===== src/design/daod_pkg.sv =====
// Constants and types for the arithmetic opcode decoder.
// Assumes a 16-bit instruction word and a single core clock.
package daod_pkg;

  localparam int WORD_W = 16;

  // Decoded operation identifiers.
  typedef enum logic [4:0] {
    OP_NONE             = 5'h00,
    OP_ABS_DIST         = 5'h01,
    OP_ACC_ABS_VALUE    = 5'h02,
    OP_ADD_SMEM         = 5'h03,
    OP_ADD_SMEM_TS      = 5'h04,
    OP_ADD_SMEM_16      = 5'h05,
    OP_ADD_SMEM_SHIFT   = 5'h06,
    OP_ADD_XMEM_FOUR_BIT_SHIFT_FIELD    = 5'h07,
    OP_ADD_DUAL         = 5'h08,
    OP_ADD_LK_FOUR_BIT_SHIFT_FIELD      = 5'h09,
    OP_ADD_LK_16        = 5'h0a,
    OP_ADD_ACC_SHIFT    = 5'h0b,
    OP_ADD_ACC_ASM      = 5'h0c,
    OP_ADD_WITH_CARRY   = 5'h0d,
    OP_ADD_IMM_TO_MEM   = 5'h0e,
    OP_ADD_NO_SIGN_EXT  = 5'h0f,
    OP_LONG_ADD         = 5'h10,
    OP_LONG_ADD_SUB_T   = 5'h11,
    OP_MEM_DELAY        = 5'h12,
    OP_LONG_REV_SUB     = 5'h13,
    OP_LONG_SUB_ADD_T   = 5'h14,
    OP_LONG_SUB         = 5'h15
  } daod_op_t;

  // Decoder pipeline states.
  typedef enum logic [1:0] {
    ST_FIRST  = 2'h0,
    ST_SECOND = 2'h1,
    ST_SKIP   = 2'h2
  } daod_state_t;

  localparam logic [1:0] LEN_ONE   = 2'h1;
  localparam logic [1:0] LEN_TWO   = 2'h2;
  localparam logic [1:0] CYC_ONE   = 2'h1;
  localparam logic [1:0] CYC_TWO   = 2'h2;

  // Addressing field: bit 7 selects indirect, bits 6:3 the indirect mode.
  localparam int         ADDR_IND_BIT = 7;
  localparam logic [3:0] MOD_LONG_OFS = 4'hc;
  localparam logic [3:0] MOD_ABS      = 4'hf;

  // Second-word prefix, bits 15:10, of the two-word shifted add.
  localparam logic [5:0] SECOND_PREFIX = 6'h03;

endpackage : daod_pkg


===== src/design/daod_decoder.sv =====
// Arithmetic opcode decoder, first group, for a 16-bit fixed-point core.
// Assumes fetch presents one word per valid cycle, in program order.
`timescale 1ns/1ps
module daod_decoder (
  input  wire logic        ref_clk_i,
  input  wire logic        arst_n_i,
  input  wire logic        clk_en_i,
  input  wire logic        word_valid_i,
  input  wire logic [15:0] word_i,
  output logic             dec_valid_o,
  output logic [4:0]       op_o,
  output logic [2:0]       words_o,
  output logic [2:0]       cycles_o,
  output logic             src_o,
  output logic             dst_o,
  output logic [7:0]       addr_o,
  output logic [3:0]       xmem_o,
  output logic [3:0]       ymem_o,
  output logic [5:0]       shift_o,
  output logic             illegal_o
);

  daod_pkg::daod_op_t    m_op;
  logic [1:0]            m_len;
  logic [1:0]            m_cyc;
  logic                  m_smem;

  daod_match u_match (
    .word_i (word_i),
    .op_o   (m_op),
    .len_o  (m_len),
    .cyc_o  (m_cyc),
    .smem_o (m_smem)
  );

  daod_pkg::daod_state_t state_q, state_d;
  logic [15:0]           first_q, first_d;
  logic [4:0]            op_q, op_d;
  logic [2:0]            words_q, words_d;
  logic [2:0]            cycles_q, cycles_d;
  logic                  src_q, src_d;
  logic                  dst_q, dst_d;
  logic [7:0]            addr_q, addr_d;
  logic [3:0]            xmem_q, xmem_d;
  logic [3:0]            ymem_q, ymem_d;
  logic [5:0]            shift_q, shift_d;
  logic                  valid_q, valid_d;
  logic                  ill_q, ill_d;
  logic [1:0]            skip_q, skip_d;

  // Long-offset indirect or absolute addressing in a single-memory operand.
  function automatic logic long_addr(input logic [7:0] a);
    long_addr = a[daod_pkg::ADDR_IND_BIT] &&
                (a[6:3] == daod_pkg::MOD_LONG_OFS ||
                 a[6:3] == daod_pkg::MOD_ABS);
  endfunction

  // Sign-extends a 4-bit shift to the 6-bit shift output.
  function automatic logic [5:0] sx4(input logic [3:0] s);
    sx4 = {{2{s[3]}}, s};
  endfunction

  always_comb begin
    state_d  = state_q;
    first_d  = first_q;
    op_d     = op_q;
    words_d  = words_q;
    cycles_d = cycles_q;
    src_d    = src_q;
    dst_d    = dst_q;
    addr_d   = addr_q;
    xmem_d   = xmem_q;
    ymem_d   = ymem_q;
    shift_d  = shift_q;
    valid_d  = 1'b0;
    ill_d    = 1'b0;
    skip_d   = skip_q;
    if (word_valid_i) begin
      unique case (state_q)
        daod_pkg::ST_FIRST: begin
          first_d  = word_i;
          op_d     = 5'(m_op);
          words_d  = {1'b0, m_len};
          cycles_d = {1'b0, m_cyc};
          src_d    = word_i[9];
          dst_d    = word_i[8];
          addr_d   = m_smem ? word_i[7:0] : 8'h00;
          xmem_d   = word_i[7:4];
          ymem_d   = word_i[3:0];
          shift_d  = 6'h00;
          if (m_smem && long_addr(word_i[7:0])) begin
            words_d  = 3'(m_len + 2'h1);
            cycles_d = 3'(m_cyc + 2'h1);
          end
          unique case (m_op)
            daod_pkg::OP_ADD_SMEM_SHIFT: begin
              valid_d = 1'b0;
              state_d = daod_pkg::ST_SECOND;
            end
            daod_pkg::OP_ADD_XMEM_FOUR_BIT_SHIFT_FIELD: shift_d = sx4(word_i[3:0]);
            daod_pkg::OP_ADD_LK_FOUR_BIT_SHIFT_FIELD: shift_d = sx4(word_i[3:0]);
            daod_pkg::OP_ADD_LK_16,
            daod_pkg::OP_ADD_SMEM_16,
            daod_pkg::OP_ADD_DUAL: shift_d = 6'h10;
            daod_pkg::OP_ADD_ACC_SHIFT: shift_d = word_i[4:0] > 5'h0f ?
              {1'b1, word_i[4:0]} : {1'b0, word_i[4:0]};
            default: shift_d = 6'h00;
          endcase
          if (m_op != daod_pkg::OP_ADD_SMEM_SHIFT) begin
            valid_d = 1'b1;
            ill_d   = (m_op == daod_pkg::OP_NONE);
            if (m_len == daod_pkg::LEN_TWO ||
                (m_smem && long_addr(word_i[7:0]))) begin
              skip_d  = 2'(words_d - 3'h1);
              state_d = daod_pkg::ST_SKIP;
            end
          end
        end
        daod_pkg::ST_SECOND: begin
          if (word_i[15:10] == daod_pkg::SECOND_PREFIX &&
              word_i[7:5] == 3'h0) begin
            src_d   = word_i[9];
            dst_d   = word_i[8];
            shift_d = {word_i[4], word_i[4], word_i[3:0]};
          end else begin
            ill_d = 1'b1;
          end
          valid_d = 1'b1;
          if (long_addr(first_q[7:0])) begin
            skip_d  = 2'h1;
            state_d = daod_pkg::ST_SKIP;
          end else begin
            state_d = daod_pkg::ST_FIRST;
          end
        end
        daod_pkg::ST_SKIP: begin
          skip_d = skip_q - 2'h1;
          if (skip_q == 2'h1) state_d = daod_pkg::ST_FIRST;
        end
        default: state_d = daod_pkg::ST_FIRST;
      endcase
    end
  end

  always_ff @(posedge ref_clk_i or negedge arst_n_i) begin
    if (!arst_n_i) begin
      state_q  <= daod_pkg::ST_FIRST;
      first_q  <= 16'h0000;
      op_q     <= 5'h00;
      words_q  <= 3'h0;
      cycles_q <= 3'h0;
      src_q    <= 1'b0;
      dst_q    <= 1'b0;
      addr_q   <= 8'h00;
      xmem_q   <= 4'h0;
      ymem_q   <= 4'h0;
      shift_q  <= 6'h00;
      valid_q  <= 1'b0;
      ill_q    <= 1'b0;
      skip_q   <= 2'h0;
    end else if (clk_en_i) begin
      state_q  <= state_d;
      first_q  <= first_d;
      op_q     <= op_d;
      words_q  <= words_d;
      cycles_q <= cycles_d;
      src_q    <= src_d;
      dst_q    <= dst_d;
      addr_q   <= addr_d;
      xmem_q   <= xmem_d;
      ymem_q   <= ymem_d;
      shift_q  <= shift_d;
      valid_q  <= valid_d;
      ill_q    <= ill_d;
      skip_q   <= skip_d;
    end
  end

  assign dec_valid_o = valid_q;
  assign op_o        = op_q;
  assign words_o     = words_q;
  assign cycles_o    = cycles_q;
  assign src_o       = src_q;
  assign dst_o       = dst_q;
  assign addr_o      = addr_q;
  assign xmem_o      = xmem_q;
  assign ymem_o      = ymem_q;
  assign shift_o     = shift_q;
  assign illegal_o   = ill_q;

endmodule // daod_decoder


===== src/design/daod_match.sv =====
// Pure first-word classifier for the arithmetic opcode group.
// Assumes a 16-bit first word; no clock, no state.
`timescale 1ns/1ps
module daod_match (
  input  wire logic [15:0]       word_i,
  output daod_pkg::daod_op_t     op_o,
  output logic [1:0]             len_o,
  output logic [1:0]             cyc_o,
  output logic                   smem_o
);

  logic [3:0] n3;
  logic [3:0] n2;
  logic [3:0] n1;
  logic [3:0] n0;

  assign n3 = word_i[15:12];
  assign n2 = word_i[11:8];
  assign n1 = word_i[7:4];
  assign n0 = word_i[3:0];

  always_comb begin
    op_o   = daod_pkg::OP_NONE;
    len_o  = daod_pkg::LEN_ONE;
    cyc_o  = daod_pkg::CYC_ONE;
    smem_o = 1'b0;
    unique case (n3)
      4'h0: begin
        smem_o = 1'b1;
        unique case (n2[3:1])
          3'h0: op_o = daod_pkg::OP_ADD_SMEM;
          3'h1: op_o = daod_pkg::OP_ADD_NO_SIGN_EXT;
          3'h2: op_o = daod_pkg::OP_ADD_SMEM_TS;
          3'h3: op_o = daod_pkg::OP_ADD_WITH_CARRY;
          default: smem_o = 1'b0;
        endcase
      end
      4'h3: begin
        if (n2[3:2] == 2'h3) begin
          op_o   = daod_pkg::OP_ADD_SMEM_16;
          smem_o = 1'b1;
        end
      end
      4'h4: begin
        if (n2 == 4'hd) begin
          op_o   = daod_pkg::OP_MEM_DELAY;
          smem_o = 1'b1;
        end
      end
      4'h5: begin
        unique case (n2[3:1])
          3'h0, 3'h1: op_o = daod_pkg::OP_LONG_ADD;
          3'h2: op_o = daod_pkg::OP_LONG_SUB;
          3'h4: op_o = daod_pkg::OP_LONG_REV_SUB;
          3'h5: op_o = daod_pkg::OP_LONG_ADD_SUB_T;
          3'h7: op_o = daod_pkg::OP_LONG_SUB_ADD_T;
          default: op_o = daod_pkg::OP_NONE;
        endcase
      end
      4'h6: begin
        if (n2 == 4'hf || n2 == 4'hb) begin
          op_o   = (n2 == 4'hf) ? daod_pkg::OP_ADD_SMEM_SHIFT
                                : daod_pkg::OP_ADD_IMM_TO_MEM;
          len_o  = daod_pkg::LEN_TWO;
          cyc_o  = daod_pkg::CYC_TWO;
          smem_o = 1'b1;
        end
      end
      4'h9: begin
        if (n2[3:1] == 3'h0) op_o = daod_pkg::OP_ADD_XMEM_FOUR_BIT_SHIFT_FIELD;
      end
      4'ha: begin
        if (n2[3:1] == 3'h0) op_o = daod_pkg::OP_ADD_DUAL;
      end
      4'he: begin
        if (n2 == 4'h3) op_o = daod_pkg::OP_ABS_DIST;
      end
      4'hf: begin
        if (n2[3:2] == 2'h0 && n1 == 4'h0) begin
          op_o  = daod_pkg::OP_ADD_LK_FOUR_BIT_SHIFT_FIELD;
          len_o = daod_pkg::LEN_TWO;
          cyc_o = daod_pkg::CYC_TWO;
        end else if (n2[3:2] == 2'h0 && n1 == 4'h6 && n0 == 4'h0) begin
          op_o  = daod_pkg::OP_ADD_LK_16;
          len_o = daod_pkg::LEN_TWO;
          cyc_o = daod_pkg::CYC_TWO;
        end else if (n2[3:2] == 2'h1 && n1[3:1] == 3'h0) begin
          op_o = daod_pkg::OP_ADD_ACC_SHIFT;
        end else if (n2[3:2] == 2'h1 && n1 == 4'h8 && n0 == 4'h0) begin
          op_o = daod_pkg::OP_ADD_ACC_ASM;
        end else if (n2[3:2] == 2'h1 && n1 == 4'h8 && n0 == 4'h5) begin
          op_o = daod_pkg::OP_ACC_ABS_VALUE;
        end
      end
      default: op_o = daod_pkg::OP_NONE;
    endcase
  end

endmodule // daod_match


===== config.mk =====
export PLATFORM = sky130hd
export DESIGN_NAME = daod_decoder
export DESIGN_NICKNAME = d
export VERILOG_FILES = /design/src/design/daod_pkg.sv /design/src/design/daod_decoder.sv /design/src/design/daod_match.sv
export SDC_FILE = /design/constraint.sdc
export NUM_CORES = 1
export LEC_CHECK = 0
export ABC_AREA = 0
export ABC_CLOCK_PERIOD_IN_PS = 1900
export BUFFER_PORTS_ARGS = -buffer_cell sky130_fd_sc_hd__buf_2
export CAP_MARGIN = 25
export CORE_MARGIN = 10
export CORE_UTILIZATION = 50
export CTS_CLUSTER_SIZE = 8
export DETAILED_ROUTE_END_ITERATION = 8
export PLACE_DENSITY_LB_ADDON = 0.2
export SLEW_MARGIN = 20
export SYNTH_ARGS = -nofsm -noshare
export SYNTH_HDL_FRONTEND = slang
export SYNTH_HIERARCHICAL = 1
export SYNTH_SLANG_ARGS = --single-unit

===== constraint.sdc =====
create_clock -name ref_clk_i -period 1.9 [get_ports ref_clk_i]
set_input_delay 0.095 -clock ref_clk_i [delete_from_list [all_inputs] [get_ports ref_clk_i]]
set_output_delay 0.095 -clock ref_clk_i [all_outputs]
set_load 0.02 [all_outputs]

# == After elaboration in Yosys (flattened, before gate mapping) ==
# Cells that the tools add are included.
# W data, S select, Z words.
# word_totals
ff_bits,49
input_bits,20
out_inout_bits,37
elab_cells,149
# op_classes
add_sub_neg,3
order_cmp,1
eq_ne,45
mux,53
reduce_logical,33
# ops
cell,n
$eq A4 B4 Y1 const B,12
$pmux W5 S9,1
$mux W5,6
$pmux W5 S5,1
$mux W2,12
$eq A4 B3 Y1 const B,5
$eq A5 B4 Y1 const B,4
$pmux W6 S3,1
$pmux W4 S4,1
$eq A5 B3 Y1 const B,3
$mux W3,5
$logic_not A4 Y1,3
$mux W1,12
$mux W6,2
$pmux W2 S3,2
$pmux W6 S2,1
$logic_and A1 B1 Y1,11
$ne A2 B2 Y1 const B,5
$eq A3 B3 Y1 const B,3
$eq A4 B2 Y1 const B,2
$mux W4,2
$mux W8,1
$pmux W1 S2,4
$eq A2 B1 Y1 const B,3
other kinds (22),33

# == Depth between registers and ports, before layout ==
# Gate-level depths: netlist (run 1).
# logic_depth
ltp_word,14
depth_mapped,12
ltp_nobuf,10

# == Modules after synthesis ==
# The synthesis (run 1) kept the hierarchy.
# by_module_without_submodules
module,n_inst,cells_per_inst,area_per_inst_um2,seq_area_each_um2
daod_decoder,1,190,2040.7,1026.0
daod_match,1,78,525.5,0.0

# == Worst setup path after synthesis (run 1) ==
# No wires, ideal clock.
# synth_timing
path_type,input to register
from,input port word_i[11]
to,register skip_q[1]
setup_ns,0.124
arrival_time_ns,2.133
required_ns,1.776
slack_ns,-0.357
path_stages,12
n_path_buf,2
path_cell_list,buf_6 > nor4bb_1 > nand2b_1 > a211oi_1 > a41oi_1 > buf_4 > inv_1 > ha_1 > and3_2 > o21ai_0 > nor3b_1 > o2bb2ai_1
# synth_via
elab_chain_cells,14
elab_cells_between_ends,63
classes_between,2 x add/sub; 16 x eq/ne; 30 x mux; 15 x reduce/logical
# synth_lines
element,line,text
start: declaration,daod_decoder.sv:9,"input wire logic [15:0] word_i,"
$logic_not A2 Y1,"daod_match.sv:79, daod_match.sv:83",
$logic_and A1 B1 Y1 (2 in series),daod_match.sv:83,end else if (n2[3:2] == 2'h0 && n1 == 4'h6 && n0 == 4'h0) begin
$mux W2 (2 in series),--,
$pmux W2 S2 (*),--,
net m_cyc[0],daod_decoder.sv:25,logic [1:0] m_cyc;
$add A2 B1 Y3,daod_decoder.sv:92,words_d = 3'(m_len + 2'h1);
$mux W3,daod_decoder.sv:91,if (m_smem && long_addr(word_i[7:0])) begin
$mux W3,daod_decoder.sv:79,unique case (state_q)
$mux W3,daod_decoder.sv:78,if (word_valid_i) begin
$sub A2 B1 Y2,daod_decoder.sv:114,skip_d = 2'(words_d - 3'h1);
$mux W2,daod_decoder.sv:112,if (m_len == daod_pkg::LEN_TWO ||
$mux W2,daod_decoder.sv:109,if (m_op != daod_pkg::OP_ADD_SMEM_SHIFT) begin
$pmux W2 S3,daod_decoder.sv:79,
end signal: assignment,daod_decoder.sv:175,skip_q <= skip_d;
end: declaration,daod_decoder.sv:49,"logic [1:0] skip_q, skip_d;"
# The timed path passes the listed nets; every way through them passes the cells marked *. The select of a mux whose other input is x is not followed.
# A chain may end at the register's enable or synchronous reset.

# == Worst setup path in the final report (run 1) ==
# layout_timing
from,input port word_i[0]
to,"register shift_q[4], in the netlist shift_o[4]"
# layout_via
elab_cells_between_ends,21
classes_between,7 x eq/ne; 8 x mux; 6 x reduce/logical
# layout_lines
element,line,text
$logic_not A4 Y1 (*),"daod_match.sv:83, daod_match.sv:89",
$logic_and A1 B1 Y1,daod_match.sv:89,end else if (n2[3:2] == 2'h1 && n1 == 4'h8 && n0 == 4'h0) begin
$mux W5,daod_match.sv:89,
$mux W5,daod_match.sv:87,end else if (n2[3:2] == 2'h1 && n1[3:1] == 3'h0) begin
$mux W5 (*),daod_match.sv:83,
$mux W5 (*),daod_match.sv:79,if (n2[3:2] == 2'h0 && n1 == 4'h0) begin
$pmux W5 S9 (*),daod_match.sv:27,unique case (n3)
net m_op[3],daod_decoder.sv:23,daod_pkg::daod_op_t m_op;
$eq A5 B4 Y1 / $eq A5 B3 Y1 (equally long branches),daod_decoder.sv:95,unique case (m_op)
$reduce_or A3 Y1 / $reduce_or A2 Y1 (equally long branches),--,
$pmux W6 S3 (*),daod_decoder.sv:95,
$pmux W6 S2 (*),daod_decoder.sv:79,
end signal: assignment,daod_decoder.sv:172,shift_q <= shift_d;
end: declaration,daod_decoder.sv:46,"logic [5:0] shift_q, shift_d;"
# The timed path passes the listed nets; every way through them passes the cells marked *.

==> results of run 1 <==
## cell type report
type | count | share of cell area
Multi-Input combinational cell | 202 | 0.446
Sequential cell | 41 | 0.268
Timing Repair Buffer | 121 | 0.219
Tap cell | 70 | 0.0228
Clock buffer | 5 | 0.0179
Clock inverter | 3 | 0.0179
Inverter | 9 | 0.00881
## Yosys cell counts (all sizes together) (2+ instances only)
| cell | n | area, µm² |
|---|---|---|
| nand2 | 33 | 124 |
| o311ai | 2 | 17.5 |
| nand4 | 4 | 25.0 |
| and2 | 2 | 15.0 |
| a22o | 5 | 43.8 |
| clkbuf | 9 | 35.0 |
| or4b | 2 | 20.0 |
| ha | 8 | 100 |
| o21ai | 24 | 120 |
| nor4bb | 4 | 40.0 |
| nor2 | 12 | 45.0 |
| nand3b | 2 | 15.0 |
| inv | 9 | 33.8 |
| xnor2 | 3 | 33.8 |
| o31ai | 2 | 15.0 |
| a211o | 3 | 26.3 |
| and4 | 2 | 20.0 |
| mux2 | 20 | 225 |
| nand3 | 10 | 50.1 |
| nor3 | 5 | 25.0 |
| nor2b | 4 | 25.0 |
| a31oi | 2 | 27.5 |
| o22ai | 2 | 12.5 |
| nor3b | 3 | 22.5 |
| buf | 8 | 66.3 |
| nor4 | 3 | 18.8 |
| o2111ai | 2 | 17.5 |
| nand2b | 5 | 31.3 |
| a21oi | 9 | 48.8 |
| or3 | 4 | 30.0 |
| and3b | 2 | 17.5 |
| a21boi | 2 | 15.0 |
| dfrtp | 41 | 1030 |
## metrics by stage
stage	utilization	instances
detailed placement	0.646	430
global placement	0.646	430
floorplan	-	268
finish	0.761	451
CTS	0.721	448
global route	0.761	451
## worst max-delay path by stage
stage | from | endpoint | slack (ps) | cells after the start
floorplan | word_i[11] | dec_valid_o | -270 | 10
global placement | word_i[11] | skip_q[0] | -410 | 10
detailed placement | word_i[11] | skip_q[0] | -480 | 10
CTS | word_i[12] | skip_q[0] | -70 | 10
global route | word_i[0] | shift_o[4] | -200 | 12
finish | word_i[0] | shift_o[4] | -170 | 12
## sequential cells by signal (all words and copies together) (netlist names)
signal	flops
addr_o	8
cycles_o	3
dec_valid_o	1
dst_o	1
first_q	8
illegal_o	1
op_o	5
shift_o	6
skip_q	2
src_o	1
state_q	2
words_o	3
## logic make-up (layout without fill, tap and decap cells)
| group | count (synthesis) | count (layout) | share of synthesized area |
|---|---|---|---|
| XOR/XNOR | 4 | 4 | 0.0166 |
| AO/OA/AOI/OAI | 65 | 66 | 0.176 |
| flip-flops | 41 | 41 | 0.400 |
| multiplexers | 21 | 21 | 0.0917 |
| adder cells (fa/ha/maj) | 8 | 8 | 0.0390 |
| AND/OR/NAND/NOR | 103 | 103 | 0.225 |
| buffers and inverters | 26 | 138 | 0.0527 |
## repair_timing
action,in CTS,in global routing
hold endpoints to repair,17,0
pin swaps,20,14
hold buffers,1,0
gates resized for setup,38,42
gates cloned,0,1
endpoints found under the setup margin,8,28
buffers inserted,11,2
## power by group
part	internal (µW)	leakage [µW]	switching, µW	total [µW]
Sequential	1150	0.000527	181	1330
Combinational	785	0.00120	1030	1810
Clock	529	0.0000687	336	865
## routing by layer
layer	vias to the layer above	track usage
li1	1211	-
met1	1258	0.219
met2	93	0.304
met3	18	0.0440
met4	0	0.0718
met5	-	0
## worst max-delay path, delay by kind of cell
family	cells	cell delay [ps]
multiplexers	1	290
AO/OA/AOI/OAI	4	730
buffers and inverters	3	430
AND/OR/NAND/NOR	4	730
==> flow_summary.yaml, run 1 <==
finish:
  layout_commonest_cell: "buf_4"
  antenna_cells: 0
  synthToLayoutAreaGrowth_pct: 49.4
  fin_area_mm2: 0.00383
  fillCellCount: 357
  layout_common_cells: "buf_4 (60), buf_2 (48), dfrtp_1 (40), nand2_1 (33), mux2_2 (18)"
  register_area_mm2: 0.00103
  drive_above_1_share: 0.530
  multi_input_area_mm2: 0.00171
  final_nets: 408
worst_setup_path:
  critPathLaunchType: "input port"
  rr_startpoint: "state_q[1]"
  crit_top_cell: "buf_4"
  r2r_end: "shift_o[4]"
  slowest_stage: "a211oi_4"
  r2r_cells: 7
  crit_chain: "buf_8 > nor4_4 > buf_4 > nand3_4 > a211oi_4 > or4_4 > nand3b_1 > buf_4 > o21ai_2 > a22oi_2 > o311ai_1 > mux2_4"
  max_stage_delay_ps: 370
  regToRegSetupSlack_ps: 110
  critPathCaptureType: "flop"
  cp_max_fo: 3
  worstSetupPathType: "input port to flop"
  required_ps: 2090
  cp_data_arrival_time_ps: 2250
placed_design:
  io_buffers: 56
  gp_congestion: 0.918
  place_hpwl_um: 5680
  dp_slack_ps: -477
  placedInstanceArea_mm2: 0.00326
pwr:
  p_leak_uw: 0.00180
  vdd_ir_drop_max_mv: 0.661
  cellPowerDensity_mw_per_mm2: 1040
  p_total_uw: 4010
timing:
  fmax_ghz: 0.484
  finalSetupViolations: 10
  hold_viol: 0
  period_minus_slack_ps: 2070
  timing.hold.ws_ps: 28.0
  worst_pin_slew_ps: 557
  finalMaxSlewViolations: 0
  max_slew_margin: 0.625
  setup_ws_ps: -166
  skew_ps: 2.94
  rsz0062_at_grt: "true"
  finalCritPeriodShare: 1.09
  setup_tns_ps: -627
routing:
  topRoutingLayerUsed: "met4"
  wl_met3_um: 477
  drt-total-wl_um: 8260
  dr_wl_met2_um: 4110
  drt-met1-wl_um: 3470
  vias: 2580
  drtPass1Iterations: 4
  drt_iter0_drc: 117
  wire_per_inst_um: 18.3
  drc: 0
  ant_nets: 0
  vias_per_cell: 5.72
die:
  rows: 26
  io_pins: 57
  start_util: 0.509
  core_mm2: 0.00504
  die_h_um: 91.6
  die_w_um: 91.6
  die_area_mm2: 0.00840
outcome:
  status: "finished with violations"
  violations: "setup timing"
job:
  cap_viol_max_count: 0
hold_path:
  hold_end: "dec_valid_o"
  hp-start: "clk_en_i"
  hp-class: "input port to flop"
  worstHoldPathCells: 2
clocking:
  insertion_delay_ps: 300
  clock_path_buffers: 2
  root_buffer: "clkbuf_8"
  htreeDepth: 2
  cts.clk_slew.worst_paths_ps: 90
  clock_sinks: 41
  cts_made_buffers: 5
  cts_tree: "done"
logic_synthesis:
  syn-cell-area_mm2: 0.00257
  synth-main-ff-cell: "dfrtp_1"
  syn_inst: 268
  synthDistinctLibCells: 63
  syn_nets: 296
  synth-edff-count: 0
  synth_area_per_cell_um2: 9.58
  ys_seq_area_frac: 0.400
  ys_warn_count: 6
  synth-seq-cells: 41
  async_reset_ff_frac: 1.00
grt:
  grt_pass1_wl_um: 12700
  first_global_vias: 2549
  grt_start_max_net_pins: 41
  grt_use_total: 0.181
  gr-total-overflow: 0
  grt_antenna_before_repair: 0
(Power assumes the default switching activity.)
==> run 2, diff against run 1 <==
--- a/config.mk
+++ b/config.mk
@@ -10,7 +10,7 @@
 export BUFFER_PORTS_ARGS = -buffer_cell sky130_fd_sc_hd__buf_2
 export CAP_MARGIN = 25
 export CORE_MARGIN = 10
-export CORE_UTILIZATION = 50
+export CORE_UTILIZATION = 40
 export CTS_CLUSTER_SIZE = 8
 export DETAILED_ROUTE_END_ITERATION = 8
 export PLACE_DENSITY_LB_ADDON = 0.2
==> run 2 against run 1 <==
The run still ends with setup timing left; clock-buffer cell count did not move; final cell count grew 1.8%; non-clock buffer count grew 2; critical path type unchanged; largest cell class unchanged; largest power group unchanged.
==> flow_summary.yaml, run 2 (synthesis results as in run 1) <==
worst_setup_path:
  regToRegSetupSlack_ps: -60
  worstSetupPathType: "input port to flop"
  r2r_cells: 5
  critPathLaunchType: "input port"
  max_stage_delay_ps: 490
  required_ps: 2100
  rr_startpoint: "state_q[1]"
  slowest_stage: "or4b_4"
  cp_data_arrival_time_ps: 2230
  cp_max_fo: 6
  critPathCaptureType: "flop"
  crit_chain: "buf_8 > or3_4 > or4b_4 > nand3_2 > a211o_1 > nand3b_1 > buf_4 > or3_4 > a21o_1 > nand3_2 > o21ai_2"
  r2r_end: "shift_o[5]"
timing:
  rsz0062_at_grt: "true"
  finalCritPeriodShare: 1.07
  finalSetupViolations: 14
  worst_pin_slew_ps: 579
  finalMaxSlewViolations: 0
  period_minus_slack_ps: 2030
  skew_ps: 7.36
  max_slew_margin: 0.614
  hold_viol: 0
  fmax_ghz: 0.493
  setup_ws_ps: -130
finish:
  layout_commonest_cell: "buf_4"
  antenna_cells: 0
  drive_above_1_share: 0.508
  synthToLayoutAreaGrowth_pct: 46.5
  layout_common_cells: "buf_4 (59), buf_2 (51), dfrtp_1 (41), nand2_1 (33), mux2_2 (18)"
  final_nets: 409
  fin_area_mm2: 0.00376
pwr:
  cellPowerDensity_mw_per_mm2: 1010
  vdd_ir_drop_max_mv: 0.622
  p_total_uw: 3800
  p_leak_uw: 0.00176
hold_path:
  hp-start: "clk_en_i"
  worstHoldPathCells: 2
  hold_end: "dec_valid_o"
  hp-class: "input port to flop"
routing:
  vias: 2472
  drt_iter0_drc: 99
  drc: 0
  drtPass1Iterations: 4
  drt-total-wl_um: 7960
  vias_per_cell: 5.39
  wire_per_inst_um: 17.3
  ant_nets: 0
placed_design:
  io_buffers: 56
  placedInstanceArea_mm2: 0.00328
  gp_congestion: 0.901
  place_hpwl_um: 5810
clocking:
  clock_sinks: 41
  cts.clk_slew.worst_paths_ps: 80
  cts_made_buffers: 5
  insertion_delay_ps: 310
  root_buffer: "clkbuf_8"
  clock_path_buffers: 2
  cts_tree: "done"
  htreeDepth: 2
job:
  cap_viol_max_count: 0
die:
  core_mm2: 0.00628
  die_area_mm2: 0.0100
  die_h_um: 100
  rows: 29
  die_w_um: 100
  io_pins: 57
  start_util: 0.409
grt:
  grt_antenna_before_repair: 0
  grt_use_total: 0.150
  gr-total-overflow: 0
  grt_pass1_wl_um: 12300
  first_global_vias: 2397
  grt_start_max_net_pins: 41
outcome:
  violations: "setup timing"
  status: "finished with violations"
run 2: critical path: cells and delay by family:
kind,cells,cell delay [ps]
compound gates,3,360
simple gates,6,1500
buf+inv,2,270
run 2: repair_timing:
item | 4_1_cts | 5_1_grt
hold endpoints to repair | 22 | 0
setup buffers | 3 | 8
setup endpoints to repair | 10 | 27
cloned | 0 | 0
resized for setup | 18 | 49
hold buffers | 1 | 0
pin swaps | 12 | 22
run 2: routing by layer:
metal | wire length [µm] | track usage | share of wire
met5 | 0 | 0 | 0
met2 | 4010 | 0.248 | 0.50
met4 | 155 | 0.0587 | 0.019
met3 | 370 | 0.0323 | 0.046
met1 | 3420 | 0.187 | 0.43
run 2: worst max path at each step:
stage | startpoint | endpoint | slack (ps) | depth (start not counted)
6_report | word_i[12] | dec_valid_o | -130 | 11
4_1_cts | word_i[14] | dec_valid_o | -90 | 10
2_1_floorplan | word_i[11] | dec_valid_o | -270 | 10
5_1_grt | word_i[13] | dec_valid_o | -240 | 13
3_5_place_dp | word_i[11] | skip_q[0] | -480 | 10
3_3_place_gp | word_i[11] | skip_q[0] | -430 | 10
run 2: metrics by stage:
step                      hold WS, ps   util  worst slack, ps  setup TNS, ps  std cells
after floorplan                  -201      -             -269          -2040        268
after global routing             63.7  0.599             -237          -1930        459
after CTS                        20.3  0.556            -91.1           -474        451
after detailed placement          127  0.522             -478          -5620        439
final                            34.8  0.599             -130           -811        459
after global placement            111  0.522             -427          -5200        439
run 2: area by class of cell:
type	count	area [µm²]
Timing Repair Buffer	123	851
Sequential cell	41	1030
Tap cell	77	96.3
Multi-Input combinational cell	201	1640
Clock buffer	5	68.8
Inverter	9	33.8
Clock inverter	3	46.3
Fill cell	549	2520
run 2: power breakdown:
part	internal (µW)	switching [µW]
clock	394	345
sequential	1140	176
combinational	751	996
total	2290	1520
==> run 3, diff against run 2 <==
--- a/config.mk
+++ b/config.mk
@@ -14,6 +14,7 @@
 export CTS_CLUSTER_SIZE = 8
 export DETAILED_ROUTE_END_ITERATION = 8
 export PLACE_DENSITY_LB_ADDON = 0.2
+export RECOVER_POWER = 50
 export SLEW_MARGIN = 20
 export SYNTH_ARGS = -nofsm -noshare
 export SYNTH_HDL_FRONTEND = slang
==> run 3 against run 2 <==
The flow still finishes with violations (setup timing); routed wire length about the same; via count fell by 0.89%; maximum frequency about the same; final cell count unchanged; first-iteration DRC count grew 4.0%; sequential power about the same; critical endpoint unchanged; cell area is 0.87% lower; die area is the same; hold slack improved by 2.3 ps.
==> flow_summary.yaml, run 3 (synthesis results as in run 1) <==
timing:
  period_minus_slack_ps: 2030
  rsz0062_at_grt: "true"
  finalSetupViolations: 13
  max_slew_margin: 0.0797
  setup_ws_ps: -128
  finalCritPeriodShare: 1.07
  hold_viol: 0
  finalMaxSlewViolations: 0
  timing.hold.ws_ps: 37.0
  worst_pin_slew_ps: 1380
  fmax_ghz: 0.493
  skew_ps: 7.12
routing:
  wire_per_inst_um: 17.4
  drt-total-wl_um: 7960
  drtPass1Iterations: 4
  ant_nets: 0
  vias: 2450
  drt_iter0_drc: 103
  drc: 0
  vias_per_cell: 5.34
worst_setup_path:
  critPathCaptureType: "flop"
  required_ps: 2100
  rr_startpoint: "state_q[1]"
  cp_data_arrival_time_ps: 2220
  critPathLaunchType: "input port"
  worstSetupPathType: "input port to flop"
  regToRegSetupSlack_ps: -50
  r2r_end: "shift_o[5]"
  cp_max_fo: 6
  r2r_cells: 5
grt:
  grt_pass1_wl_um: 12300
  grt_use_total: 0.150
  grt_antenna_before_repair: 0
  gr-total-overflow: 0
  first_global_vias: 2397
  grt_start_max_net_pins: 41
finish:
  synthToLayoutAreaGrowth_pct: 45.2
  antenna_cells: 0
  drive_above_1_share: 0.445
  layout_common_cells: "buf_4 (58), dfrtp_1 (41), nand2_1 (33), buf_2 (27), clkbuf_1 (24)"
  layout_commonest_cell: "buf_4"
  final_nets: 409
  fin_area_mm2: 0.00373
placed_design:
  io_buffers: 56
  place_hpwl_um: 5810
  gp_congestion: 0.901
  placedInstanceArea_mm2: 0.00328
die:
  die_h_um: 100
  die_w_um: 100
  rows: 29
  io_pins: 57
  core_mm2: 0.00628
  start_util: 0.409
  die_area_mm2: 0.0100
clocking:
  cts.clk_slew.worst_paths_ps: 80
  clock_sinks: 41
  cts_made_buffers: 5
  clock_path_buffers: 2
  cts_tree: "done"
  insertion_delay_ps: 310
  root_buffer: "clkbuf_8"
  htreeDepth: 2
pwr:
  cellPowerDensity_mw_per_mm2: 1010
  vdd_ir_drop_max_mv: 0.620
  p_leak_uw: 0.00168
outcome:
  violations: "setup timing"
  status: "finished with violations"
hold_path:
  hold_end: "dec_valid_o"
  hp-start: "clk_en_i"
  hp-class: "input port to flop"
  worstHoldPathCells: 2
job:
  cap_viol_max_count: 0
## run 3: power breakdown
part           internal, µW  switching [µW]
Sequential             1140             182
Combinational           707             991
Clock                   394             343
## run 3: layout make-up
type / count / area [µm²]
clock buffers: 5 / 68.8
clock inverters: 3 / 46.3
fillers: 563 / 2550
inverters: 9 / 33.8
multi-input cells: 201 / 1640
flip-flops and latches: 41 / 1030
well taps: 77 / 96.3
repair buffers: 123 / 818
## run 3: worst max path at each step
stage,slack [ps],from,end,cells after the start
2_1_floorplan,-270,word_i[11],dec_valid_o,10
3_3_place_gp,-430,word_i[11],skip_q[0],10
3_5_place_dp,-480,word_i[11],skip_q[0],10
4_1_cts,-90,word_i[14],dec_valid_o,10
5_1_grt,-240,word_i[13],dec_valid_o,13
6_report,-130,word_i[13],dec_valid_o,11
## run 3: critical path, stage by stage
cell and delay (ps):
clkbuf_4 150, nand3b_1 120, nand2b_1 220, a211oi_4 60, or4_4 550, nand3b_1 220, buf_4 170, or3_4 340
a21o_1 200, nand3_2 60, o21ai_2 50
## run 3: timing repair
action	in CTS	in global routing
gates resized for setup	18	49
hold buffers	1	0
setup endpoints to repair	10	27
buffers inserted	3	8
pin swaps	12	22
endpoints found under the hold margin	22	0
## run 3: stage by stage
stage                     instances  setup TNS (ps)  worst slack, ps  power [µW]   util
after floorplan                 268           -2040             -269        2310      -
after global placement          439           -5200             -427        2900  0.522
after detailed placement        439           -5620             -478        2940  0.522
after CTS                       451            -474            -91.1        3720  0.556
after global routing            459           -1930             -237        3990  0.594
final                           459            -726             -128        3760  0.594
## run 3: routing by layer
| layer | vias up | part of all wire | GRT usage |
|---|---|---|---|
| met5 | - | 0 | 0 |
| met4 | 0 | 0.019 | 0.0587 |
| met3 | 9 | 0.047 | 0.0323 |
| met2 | 62 | 0.50 | 0.248 |
| met1 | 1167 | 0.43 | 0.187 |
| li1 | 1212 | - | - |
